## src/ecce_map.svh

```systemverilog
// Register offsets, field positions, reset values and timing counts of the curve engine port
`ifndef ECCE_MAP_SVH
`define ECCE_MAP_SVH

// Register block base and word offsets (byte addresses within the block)
`define ECCE_REG_BASE        32'h5000_6000
`define ECCE_UCODE_BASE      32'h4003_0000
`define ECCE_OFF_CLKGATE     12'h000
`define ECCE_OFF_BASEADDR    12'h004
`define ECCE_OFF_CONFIG      12'h008
`define ECCE_OFF_COMMAND     12'h00c
`define ECCE_OFF_STATUS      12'h010
`define ECCE_OFF_IRQCLR      12'h014

// Clock gate register fields
`define ECCE_CLK_EN_BIT      0

// Config register fields
`define ECCE_CFG_PTRA_LSB    0
`define ECCE_CFG_PTRB_LSB    4
`define ECCE_CFG_PTRC_LSB    8
`define ECCE_CFG_SIZE_LSB    12
`define ECCE_CFG_IRQEN_BIT   16
`define ECCE_CFG_RESET       32'h0000_0000

// Status register fields
`define ECCE_STS_BUSY_BIT    0
`define ECCE_STS_DONE_BIT    1

// Command register fields
`define ECCE_CMD_START_BIT   0
`define ECCE_CMD_OP_LSB      8

// Window geometry: 1 kB pages, 32-byte slots
`define ECCE_PAGE_BITS       10
`define ECCE_SLOT_BYTES      32
`define ECCE_SLOT_R          4'ha
`define ECCE_SLOT_S          4'hb

// Operation latency in engine cycles
`define ECCE_OP_CYCLES       100000

`endif

```

## src/ecce_pkg.sv

```systemverilog
// Types shared by the curve engine port
package ecce_pkg;
   typedef enum logic [1:0] {
      ECCE_IDLE  = 2'b00,
      ECCE_RUN   = 2'b01,
      ECCE_WBR   = 2'b10,
      ECCE_WBS   = 2'b11
   } ecce_state_e;

   typedef enum logic [1:0] {
      ECCE_SZ64  = 2'b00,
      ECCE_SZ128 = 2'b01,
      ECCE_SZ256 = 2'b10
   } ecce_size_e;
endpackage : ecce_pkg

```

## src/ecce_cycle_timer.sv

```systemverilog
// Down counter that times one running operation
`timescale 1ns/1ps
`default_nettype none
module ecce_cycle_timer
   import ecce_pkg::*;
#(
   parameter int COUNT_W = 20
) (
   input  wire logic               core_clk,
   input  wire logic               nrst,
   input  wire logic               load,
   input  wire logic [COUNT_W-1:0] loadValue,
   output logic                    expired
);
   logic [COUNT_W-1:0] count_reg;

   // ===========================================
   // Counter: load wins, then count down to zero
   always_ff @(posedge core_clk or negedge nrst) begin
      if (!nrst) begin
         count_reg <= '0;
         expired   <= 1'b0;
      end else if (load) begin
         count_reg <= loadValue;
         expired   <= 1'b0;
      end else if (count_reg != '0) begin
         count_reg <= count_reg - 1'b1;
         expired   <= (count_reg == {{(COUNT_W-1){1'b0}}, 1'b1});
      end else begin
         expired   <= 1'b0;
      end
   end
endmodule : ecce_cycle_timer
`default_nettype wire

```

## src/ecce_host_setup.sv

```systemverilog
// Curve engine control port: APB registers, launch, busy flag, window addressing
`timescale 1ns/1ps
`default_nettype none
`include "ecce_map.svh"
module ecce_host_setup
   import ecce_pkg::*;
#(
   parameter int OP_CYCLES = `ECCE_OP_CYCLES,
   parameter int ADDR_W    = 32
) (
   input  wire logic              core_clk,
   input  wire logic              nrst,
   input  wire logic              psel,
   input  wire logic              penable,
   input  wire logic              pwrite,
   input  wire logic [11:0]       paddr,
   input  wire logic [31:0]       pwdata,
   output logic                   pready,
   output logic      [31:0]       prdata,
   output logic                   pslverr,
   output logic                   engineIrq,
   output logic                   wbEn,
   output logic      [ADDR_W-1:0] wbAddr,
   output logic      [31:0]       wbData,
   output logic      [ADDR_W-1:0] ptrAAddr,
   output logic      [ADDR_W-1:0] ptrBAddr,
   output logic      [ADDR_W-1:0] ptrCAddr
);
   // Elaboration checks: the count must fit the 20-bit timer, and the
   // base field is cut from one 32-bit bus word, so ADDR_W stops at 32
   if (OP_CYCLES < 2 || OP_CYCLES > 1048575) begin : gBadCycles
      $error("ecce_host_setup: OP_CYCLES out of range");
   end
   if (ADDR_W < 16 || ADDR_W > 32) begin : gBadAddrW
      $error("ecce_host_setup: ADDR_W out of range");
   end

   // ===========================================
   // Register state
   logic              clkEn_reg;
   logic [ADDR_W-1:0] base_reg;
   logic [31:0]       config_reg;
   logic              busy_reg;
   logic              done_reg;
   logic [7:0]        op_reg;
   ecce_state_e       state_reg;
   // Launch-time copies, so later writes cannot disturb a running job
   logic [ADDR_W-1:0] runBase_reg;
   logic [11:0]       runPtrs_reg;
   logic              runIrqEn_reg;
   logic [1:0]        runSize_reg;

   logic              access;
   logic              wrAcc;
   logic              launch;
   logic              timerExpired;
   logic              mapped;
   logic [31:0]       rdMux;

   assign access = psel && penable;
   assign wrAcc  = access && pwrite;
   // Launch only accepted when clocked and idle
   assign launch = wrAcc && (paddr == `ECCE_OFF_COMMAND) && clkEn_reg
                   && pwdata[`ECCE_CMD_START_BIT] && (state_reg == ECCE_IDLE);

   // ===========================================
   // Address decode for the APB slave
   // Unmapped offsets read zero and raise the error flag with ready
   always_comb begin
      mapped = 1'b1;
      rdMux  = 32'h0000_0000;
      unique case (paddr)
         `ECCE_OFF_CLKGATE:  rdMux = {31'h0, clkEn_reg};
         `ECCE_OFF_BASEADDR: rdMux = 32'(base_reg);
         `ECCE_OFF_CONFIG:   rdMux = config_reg;
         `ECCE_OFF_COMMAND:  rdMux = {16'h0, op_reg, 8'h0};
         `ECCE_OFF_STATUS:   rdMux = {30'h0, done_reg, busy_reg};
         `ECCE_OFF_IRQCLR:   rdMux = 32'h0000_0000;
         default:            mapped = 1'b0;
      endcase
   end

   // APB handshake: ready one cycle after setup, so every transfer is
   // wait-free; error only for offsets that decode to nothing
   always_ff @(posedge core_clk or negedge nrst) begin
      if (!nrst) begin
         pready  <= 1'b0;
         pslverr <= 1'b0;
      end else begin
         pready  <= psel && !penable;
         pslverr <= psel && !penable && !mapped;
      end
   end

   // Read data is captured in the setup cycle and held through access;
   // it reads zero outside a read so stale values never linger on the bus
   always_ff @(posedge core_clk or negedge nrst) begin
      if (!nrst) begin
         prdata <= 32'h0000_0000;
      end else begin
         prdata <= (psel && !penable && !pwrite) ? rdMux : 32'h0000_0000;
      end
   end

   // ===========================================
   // Software-written control registers
   always_ff @(posedge core_clk or negedge nrst) begin
      if (!nrst) begin
         clkEn_reg  <= 1'b0;
         base_reg   <= '0;
         config_reg <= `ECCE_CFG_RESET;
         op_reg     <= 8'h00;
      end else if (wrAcc && pready) begin
         unique case (paddr)
            `ECCE_OFF_CLKGATE:  clkEn_reg <= pwdata[`ECCE_CLK_EN_BIT];
            // Low page bits forced to zero: 1 kB aligned window
            `ECCE_OFF_BASEADDR: base_reg <= {pwdata[ADDR_W-1:`ECCE_PAGE_BITS],
                                             {`ECCE_PAGE_BITS{1'b0}}};
            // Size field only takes 64/128/256 codes
            `ECCE_OFF_CONFIG: begin
               // Unused bits are dropped here so they always read back as zero
               config_reg <= pwdata & 32'h0001_3fff;
               if (pwdata[`ECCE_CFG_SIZE_LSB+:2] == 2'b11) begin
                  config_reg[`ECCE_CFG_SIZE_LSB+:2] <= ECCE_SZ256;
               end
            end
            `ECCE_OFF_COMMAND: if (launch) op_reg <= pwdata[`ECCE_CMD_OP_LSB+:8];
            default: ;
         endcase
      end
   end

   // ===========================================
   // Snapshot on launch
   // A write during a run reaches only clkEn_reg, config_reg and base_reg; the run keeps these copies
   always_ff @(posedge core_clk or negedge nrst) begin
      if (!nrst) begin
         runBase_reg  <= '0;
         runPtrs_reg  <= 12'h000;
         runIrqEn_reg <= 1'b0;
         runSize_reg  <= 2'b00;
      end else if (launch && pready) begin
         runBase_reg  <= base_reg;
         runPtrs_reg  <= config_reg[11:0];
         runIrqEn_reg <= config_reg[`ECCE_CFG_IRQEN_BIT];
         runSize_reg  <= config_reg[`ECCE_CFG_SIZE_LSB+:2];
      end
   end

   // Operand addresses: base + pointer slot * slot size
   // The base keeps its low page bits zero, so the OR below acts as an addition
   always_ff @(posedge core_clk or negedge nrst) begin
      if (!nrst) begin
         ptrAAddr <= '0;
         ptrBAddr <= '0;
         ptrCAddr <= '0;
      end else begin
         ptrAAddr <= runBase_reg | ADDR_W'({runPtrs_reg[3:0], 5'h00});
         ptrBAddr <= runBase_reg | ADDR_W'({runPtrs_reg[7:4], 5'h00});
         ptrCAddr <= runBase_reg | ADDR_W'({runPtrs_reg[11:8], 5'h00});
      end
   end

   // ===========================================
   // Operation timer, about one curve operation long
   // Twenty bits hold the full default count; the check above guards overrides
   ecce_cycle_timer #(
      .COUNT_W (20)
   ) uTimer (
      .core_clk  (core_clk),
      .nrst      (nrst),
      .load      (launch && pready),
      .loadValue (20'(OP_CYCLES)),
      .expired   (timerExpired)
   );

   // ===========================================
   // Sequencer: run, then write back r and s
   // No default: all four state codes are legal
   always_ff @(posedge core_clk or negedge nrst) begin
      if (!nrst) begin
         state_reg <= ECCE_IDLE;
      end else begin
         unique case (state_reg)
            ECCE_IDLE: if (launch && pready) state_reg <= ECCE_RUN;
            ECCE_RUN:  if (timerExpired) state_reg <= ECCE_WBR;
            ECCE_WBR:  state_reg <= ECCE_WBS;
            ECCE_WBS:  state_reg <= ECCE_IDLE;
         endcase
      end
   end

   // ===========================================
   // Result word store feeding the writeback port
   // Word R is written at launch straight from the request, word S
   // on every run cycle from the launch copies. Both are in place
   // before writeback starts, so the registered read lines up with
   // wbEn without an extra holding register.
   logic        slotWrEn;
   logic [3:0]  slotWrAddr;
   logic [31:0] slotWrData;
   logic [3:0]  slotRdAddr;
   logic [31:0] slotRdData;

   // Write and read selection; the read address leads writeback by one state
   always_comb begin
      slotWrEn   = 1'b0;
      slotWrAddr = `ECCE_SLOT_S;
      slotWrData = {22'h0, runSize_reg, op_reg};
      slotRdAddr = `ECCE_SLOT_S;
      if (launch && pready) begin
         slotWrEn   = 1'b1;
         slotWrAddr = `ECCE_SLOT_R;
         slotWrData = {22'h0, config_reg[`ECCE_CFG_SIZE_LSB+:2],
                       pwdata[`ECCE_CMD_OP_LSB+:8]};
      end else if (state_reg == ECCE_RUN) begin
         slotWrEn   = 1'b1;
      end
      if (state_reg == ECCE_RUN) begin
         slotRdAddr = `ECCE_SLOT_R;
      end
   end

   // Slot memory, sixteen words, one per window slot
   ecce_slot_store #(
      .DATA_W (32),
      .ADDR_W (4)
   ) uSlots (
      .core_clk (core_clk),
      .wrEn     (slotWrEn),
      .wrAddr   (slotWrAddr),
      .wrData   (slotWrData),
      .rdAddr   (slotRdAddr),
      .rdData   (slotRdData)
   );

   // Writeback port: one little-endian word per result slot, the
   // low word of each; width beyond 32 bits is padded by the host
   always_ff @(posedge core_clk or negedge nrst) begin
      if (!nrst) begin
         wbEn   <= 1'b0;
         wbAddr <= '0;
         wbData <= 32'h0000_0000;
      end else begin
         wbEn   <= (state_reg == ECCE_WBR) || (state_reg == ECCE_WBS);
         wbAddr <= runBase_reg | ADDR_W'({(state_reg == ECCE_WBR) ? `ECCE_SLOT_R
                                                                   : `ECCE_SLOT_S, 5'h00});
         // Zero outside writeback, so the data bus never shows a stale word
         wbData <= ((state_reg == ECCE_WBR) || (state_reg == ECCE_WBS)) ?
                   slotRdData : 32'h0000_0000;
      end
   end

   // ===========================================
   // Busy and done flags; launch sets busy, writeback clears it
   // Launch and writeback never meet, as launch needs the idle state
   always_ff @(posedge core_clk or negedge nrst) begin
      if (!nrst) begin
         busy_reg <= 1'b0;
         done_reg <= 1'b0;
      end else begin
         if (launch && pready) begin
            busy_reg <= 1'b1;
            done_reg <= 1'b0;
         end else if (state_reg == ECCE_WBS) begin
            busy_reg <= 1'b0;
            done_reg <= 1'b1;
         end else if (wrAcc && pready && paddr == `ECCE_OFF_IRQCLR) begin
            done_reg <= 1'b0;
         end
      end
   end

   // Completion pulse only when the engine-side enable was set; the
   // system controller's own enable lies outside this block
   always_ff @(posedge core_clk or negedge nrst) begin
      if (!nrst) begin
         engineIrq <= 1'b0;
      end else begin
         engineIrq <= (state_reg == ECCE_WBS) && runIrqEn_reg;
      end
   end
endmodule : ecce_host_setup
`default_nettype wire

```

## src/ecce_slot_store.sv

```systemverilog
// Result slot memory standing in for the engine's writeback path
`timescale 1ns/1ps
`default_nettype none
module ecce_slot_store
   import ecce_pkg::*;
#(
   parameter int DATA_W = 32,
   parameter int ADDR_W = 4
) (
   input  wire logic              core_clk,
   input  wire logic              wrEn,
   input  wire logic [ADDR_W-1:0] wrAddr,
   input  wire logic [DATA_W-1:0] wrData,
   input  wire logic [ADDR_W-1:0] rdAddr,
   output logic      [DATA_W-1:0] rdData
);
   logic [DATA_W-1:0] mem [0:(1<<ADDR_W)-1];

   // ===========================================
   // Write port and registered read port
   always_ff @(posedge core_clk) begin
      if (wrEn) begin
         mem[wrAddr] <= wrData;
      end
      rdData <= mem[rdAddr];
   end
endmodule : ecce_slot_store
`default_nettype wire

```

## config.mk

```make
export PLATFORM = sky130hd
export DESIGN_NAME = ecce_host_setup
export DESIGN_NICKNAME = d
export VERILOG_FILES = /design/src/ecce_pkg.sv /design/src/ecce_cycle_timer.sv /design/src/ecce_host_setup.sv /design/src/ecce_slot_store.sv
export VERILOG_INCLUDE_DIRS = /design/src
export SDC_FILE = /design/constraint.sdc
export NUM_CORES = 1
export LEC_CHECK = 0
export BUFFER_PORTS_ARGS = -buffer_cell sky130_fd_sc_hd__buf_4
export CAP_MARGIN = 20
export CORE_UTILIZATION = 40
export CTS_BUF_LIST = sky130_fd_sc_hd__clkbuf_4
export DETAILED_ROUTE_END_ITERATION = 16
export REMOVE_ABC_BUFFERS = 1
export SYNTH_ARGS = -nofsm -noshare
export SYNTH_HDL_FRONTEND = slang
export SYNTH_HIERARCHICAL = 1
export SYNTH_SLANG_ARGS = --single-unit
```

## constraint.sdc

```tcl
create_clock -name core_clk -period 4.7 [get_ports core_clk]
set_input_delay 0.47 -clock core_clk [delete_from_list [all_inputs] [get_ports core_clk]]
set_output_delay 0.47 -clock core_clk [all_outputs]
set_load 0.02 [all_outputs]
```

==> summary.txt, run 1 <==
Worst setup path
  • WP data arrival: 4.09 ns
  • Critical Path Fanout Max: 52
  • Worst setup path startpoint: state_reg[0]
  • Worst Path Required: 5.56 ns
  • Critical path depth: 9
  • Top Family by Delay on Critical Path: buffers and inverters
  • Worst setup EP type: register
  • Reg2Reg Depth: 9
  • Reg-to-Reg Start: state_reg[0]
  • Slowest stage delay, CP: 0.67 ns
  • Slowest cell on the critical path: buf_4
  • CP Launch Type: register
  • Crit path top cell by count: inv_1
  • Crit path buf inv count: 3
  • Crit path cell chain: inv_1 -> ha_1 -> nand3_1 -> nor2_1 -> nand2_4 -> buf_4 -> inv_1 -> or2_2 -> o21ai_0
  • Worst setup path category: reg2reg

Status
  • Status: finished, violations left
  • Failing checks: slew limit

Clock network
  • Total CTS buffers: 194
  • TritonCTS clock tree: yes
  • Setup Buffers After CTS: 0
  • CTS sink cnt: 756
  • Htree depth: 4
  • Bufs on Longest Clock Path: 3
  • Clock Latency Late Sink: 0.99 ns
  • Clk pin slew, worst setup/hold paths: 0.07 ns
  • Root buf cell: clkbuf_4

Floorplanning
  • Die area: 72930 um2
  • Site Rows: 97
  • Area of the core: 70510 um2
  • Die height: 270.1 um
  • Io pins: 245
  • Chip width: 270.1 um
  • Initial Utilization: 0.4076

STA
  • Peak Freq: 0.3101 GHz
  • Final hold viol count: 0
  • RSZ-0062 raised after global routing: no
  • Final period utilization: 0.6861
  • Max Clock Skew: 0.07194 ns
  • Final setup violation count: 0
  • Max-slew violation count: 363
  • Setup TNS: 0 ns
  • Pin slew with the least headroom to its limit: 6.762 ns
  • Final min period: 3.225 ns
  • Hold WS: 0.08202 ns
  • Relative max-transition margin: -3.543

Power and ir drop
  • Pleak: 14.57 nW
  • Power per standard cell area: 374.8 nW/um2
  • Max VDD drop: 0.0002101 V

Detailed routing
  • Via count: 15070
  • WL/cell: 17.70 um
  • # DRC: 0
  • DR iter-0 viols: 807
  • Post-Route WL: 59280 um
  • Final ANT Viol Nets: 0
  • Vias per inst: 4.499
  • Drt pass-1 iters: 5

Layout
  • Commonest non-fill, non-tap cells in the layout: edfxtp_1, conb_1, clkbuf_4
  • Fin nets: 2305
  • Synthesis-to-layout area growth: 23.26%
  • Layout fillers: 5965
  • Non-filler cells, final: 3349
  • Largest Register: uSlots/mem
  • Commonest non-fill, non-tap cell in the layout: edfxtp_1
  • Layout cells sized above 1: 0.3376
  • Max FFs per register: 512

Worst hold path
  • Min-delay worst type: in2async

Global routing
  • Initial antenna violation count: 1
  • Vias in the first global route: 16590
  • GRT Overall Usage: 0.1680
  • First-pass GRT wire length: 92200 um
  • Grt ovf: 0
  • Largest net degree at the start of global routing: 109

Logic synthesis
  • Seq/Total Area, Yosys: 0.7418
  • Synth cell types: 58
  • Ys flop type: edfxtp_1
  • Post-Synthesis Cells: 1510
  • Number of flops mapped to enable cells by yosys: 512
  • Syn avg cell area: 19.03 um2
  • Post-Syn Area: 28740 um2
  • FF+latch count, synth: 756
  • Yosys warns: 6
  • Ys async rst share: 0.2804

Run
  • MaxCap Viol Count: 0

Placed design
  • HPWL Detailed: 32330 um
  • Gpl congestion: 0.7361
  • I/O Buffers: 219
  • Placed Instances: 2941
-- routing by layer --
| layer | routed length (um) | part of all wire | global-route usage | up-vias |
|---|---|---|---|---|
| met4 | 1133 | 0.019 | 0.06519 | 0 |
| met2 | 30040 | 0.51 | 0.2828 | 415 |
| li1 | - | - | - | 6965 |
| met3 | 3599 | 0.061 | 0.05032 | 87 |
| met1 | 24500 | 0.41 | 0.2025 | 7600 |
| met5 | 0 | 0 | 0 | - |
-- worst paths after layout --
kind                       slack [ns]                    to
setup / recovery                 1.48  uTimer/count_reg[16]
hold / removal                   0.08       runBase_reg[31]
setup reg to reg                 1.48  uTimer/count_reg[16]
hold reg to reg                  0.37           ptrAAddr[7]
max in group asynchronous        3.47  uTimer/count_reg[18]
min in group core_clk            0.20            prdata[10]
-- layout make-up --
class                           count  area (um2)  share of cell area
Tap cell                          940        1176             0.03320
Antenna cell                        1       2.502          0.00007064
Clock buffer                      318        2387             0.06739
Inverter                           14       60.06            0.001695
Multi-Input combinational cell    998        7898              0.2229
Timing Repair Buffer              284        2297             0.06485
Sequential cell                   756       21320              0.6018
Clock inverter                     38       284.0            0.008018
-- cells in the mapped netlist (5+ instances only) --
cell type    n  area share
buf_1       10      0.0013
ha_1         8      0.0035
mux4_2     128        0.10
buf_2       12      0.0021
clkbuf_1    30      0.0039
and2_1       5      0.0011
nor2b_1     37      0.0081
inv_1       14      0.0018
edfxtp_1   512        0.53
nand2_1     61      0.0080
mux2_2      70       0.027
nor3_1      10      0.0017
xnor2_1     11      0.0034
buf_6        5      0.0020
buf_4      103       0.027
o21ai_0     13      0.0023
and3_1      22      0.0048
dfxtp_1     32       0.022
o31ai_1      5      0.0013
nor2_1      32      0.0042
a22oi_1     74       0.019
dfrtp_1    212        0.18
mux2_4      24       0.013
a21oi_1      7      0.0012
nor4_1       7      0.0015
nand3_1      7      0.0012
-- cell families after synthesis --
group	synth area share
and+or+nand+nor	0.04184
other	0.0002613
xor gates and xnor gates	0.004571
muxes	0.1414
AOI/OAI and AO/OA	0.02725
DFF	0.7418
buffers and inverters	0.03940
adders and majority gates	0.003483
-- power by group --
group / leakage [nW] / internal, mW / switching, mW
clock: 1.59 / 3.27 / 2.57
combinational: 5.13 / 0.114 / 0.209
sequential: 7.84 / 7.12 / 0.00414
total: 14.6 / 10.5 / 2.78
-- metrics by stage --
step / worst slack [ns] / instance area (um2) / power, mW / utilization
floorplan: -1.850 / 29240 / 7.406 / -
global placement: 1.187 / 32220 / 7.513 / 0.4570
detailed placement: 1.095 / 32220 / 7.515 / 0.4570
CTS: 1.418 / 35400 / 13.47 / 0.5020
global route: 1.075 / 35430 / 13.89 / 0.5024
finish: 1.475 / 35430 / 13.28 / 0.5024
-- repair_timing --
action                                 4_1_cts  5_1_grt
hold buffers                                50        0
endpoints found under the hold margin      297        0
resized for setup                            0        0
(Power assumes the default switching activity.)
==> run 2, diff against run 1 <==
- clock period: 4.7 -> 2.95 ns (I/O delays scaled with it)
==> run 2 against run 1 <==
The run ends with slew limit, setup timing left. Via count grew 2.5%. Clock-buffer cell count decreased by 26. Clock skew shrank 0.0029 ns. Critical endpoint is now config_reg[1]. Highest routed layer unchanged.
==> summary.txt, run 2 (synthesis results as in run 1) <==
Global routing
  • Largest net degree at the start of global routing: 101
  • First-pass GRT wire length: 95250 um
  • Initial antenna violation count: 2
  • GRT Overall Usage: 0.1731
  • Grt ovf: 0
  • Vias in the first global route: 16950

Clock network
  • CTS sink cnt: 756
  • Root buf cell: clkbuf_4
  • Bufs on Longest Clock Path: 3
  • Setup Buffers After CTS: 0
  • TritonCTS clock tree: yes
  • Total CTS buffers: 194
  • Htree depth: 4
  • Clock Latency Late Sink: 1.00 ns
  • Clk pin slew, worst setup/hold paths: 0.08 ns

Layout
  • Layout cells sized above 1: 0.3299
  • Fin nets: 2362
  • Layout fillers: 5868
  • Largest Register: uSlots/mem
  • Commonest non-fill, non-tap cells in the layout: edfxtp_1, conb_1, clkbuf_4
  • Fin util: 0.5085
  • Design area: 35860 um2
  • Synthesis-to-layout area growth: 24.77%
  • Commonest non-fill, non-tap cell in the layout: edfxtp_1
  • Max FFs per register: 512

Floorplanning
  • Area of the core: 70510 um2
  • Chip width: 270.1 um
  • Io pins: 245
  • Die height: 270.1 um
  • Die area: 72930 um2
  • Site Rows: 97
  • Initial Utilization: 0.4076

Status
  • Status: finished, violations left
  • Failing checks: slew limit, setup timing

Placed design
  • Placed inst area: 32450 um2
  • I/O Buffers: 219
  • Gpl congestion: 0.7574
  • HPWL Detailed: 33900 um

Detailed routing
  • Post-Route WL: 61510 um
  • # DRC: 0
  • WL/cell: 18.11 um
  • Final ANT Viol Nets: 0
  • DR iter-0 viols: 811
  • Vias per inst: 4.548
  • Via count: 15450
  • Drt pass-1 iters: 5

Worst setup path
  • Reg2reg end: base_reg[30]
  • Crit path capture: config_reg[1]
  • Reg-to-Reg Start: pready
  • Worst R2R Setup Slack: 0.16 ns
  • Worst Path Required: 3.82 ns
  • Reg2Reg Depth: 6
  • Critical Path Fanout Max: 7
  • WP data arrival: 3.86 ns
  • Worst setup path category: in2reg
  • Worst setup EP type: register
  • Worst setup path startpoint: paddr[2]
  • CP Launch Type: primary input

Power and ir drop
  • Power per standard cell area: 578.5 nW/um2
  • Max VDD drop: 0.0003232 V
  • Pleak: 14.75 nW

Worst hold path
  • Min-delay worst type: in2reg

STA
  • Final hold viol count: 0
  • Final setup violation count: 1
  • Pin slew with the least headroom to its limit: 6.725 ns
  • Worst setup margin: -0.04064 ns
  • Max-slew violation count: 363
  • RSZ-0062 raised after global routing: no
  • Final min period: 2.991 ns
  • Final period utilization: 1.014
  • Relative max-transition margin: -3.518
  • Peak Freq: 0.3344 GHz
  • Max Clock Skew: 0.06906 ns

Run
  • MaxCap Viol Count: 0
## run 2: repair_timing
item / in CTS / in global routing
gates resized for setup: 0 / 3
endpoints found under the hold margin: 423 / 0
setup endpoints to repair: 0 / 59
hold buffers: 90 / 0
## run 2: worst min path at each step
stage / start / end / cells after the start / slack, ns
2_1_floorplan: nrst / base_reg[10] / 0 / -0.0006
3_3_place_gp: nrst / base_reg[31] / 1 / 0.34
3_5_place_dp: nrst / base_reg[31] / 1 / 0.34
4_1_cts: pwdata[13] / op_reg[5] / 3 / 0.0002
5_1_grt: pwdata[9] / op_reg[1] / 3 / 0.04
6_report: pwdata[13] / op_reg[5] / 3 / 0.16
## run 2: through the flow
stage | setup TNS [ns] | hold WS, ns | std cells | power [mW] | setup WS (ns)
4_1_cts | 0 | 0.0002039 | 3395 | 21.06 | 0.02556
3_3_place_gp | 0 | 0.3393 | 2959 | 11.97 | 0.2634
5_1_grt | 0 | 0.03918 | 3396 | 21.71 | 0.0002212
3_5_place_dp | 0 | 0.3417 | 2959 | 11.98 | 0.2234
2_1_floorplan | -572.99 | -0.0005911 | 1768 | 11.80 | -3.600
6_report | -0.04064 | 0.1583 | 3396 | 20.74 | -0.04064
## run 2: power breakdown
group          internal (mW)  leakage, nW  switching, mW
registers               11.3         7.84        0.00677
logic                  0.219         5.42          0.343
clock network           4.69         1.48           4.15
total                   16.2         14.7           4.50
## run 2: layout make-up
class	instances	area (um2)	share of cell area
flip-flops and latches	756	21320	0.5946
multi-input cells	998	7903	0.2204
repair buffers	341	2910	0.08116
clock buffers	292	2192	0.06113
well taps	940	1176	0.03280
clock inverters	54	294.0	0.008200
inverters	14	60.06	0.001675
diodes	1	2.502	0.00006979
## run 2: worst max-delay path, cell delays in order
cell           delay, ns
dlygate4sd3_1       0.54
buf_4               0.16
or3b_2              0.45
dlygate4sd3_1       0.60
nor4_4              0.13
dlygate4sd3_1       0.60
and2_4              0.19
mux2_2              0.33
dlygate4sd3_1       0.55
## run 2: metal layers
| layer | track usage | part of all wire | vias up |
|---|---|---|---|
| met2 | 0.2953 | 0.51 | 455 |
| met4 | 0.06205 | 0.019 | 0 |
| li1 | - | - | 7063 |
| met5 | 0 | 0 | - |
| met1 | 0.2080 | 0.41 | 7828 |
| met3 | 0.05059 | 0.060 | 100 |
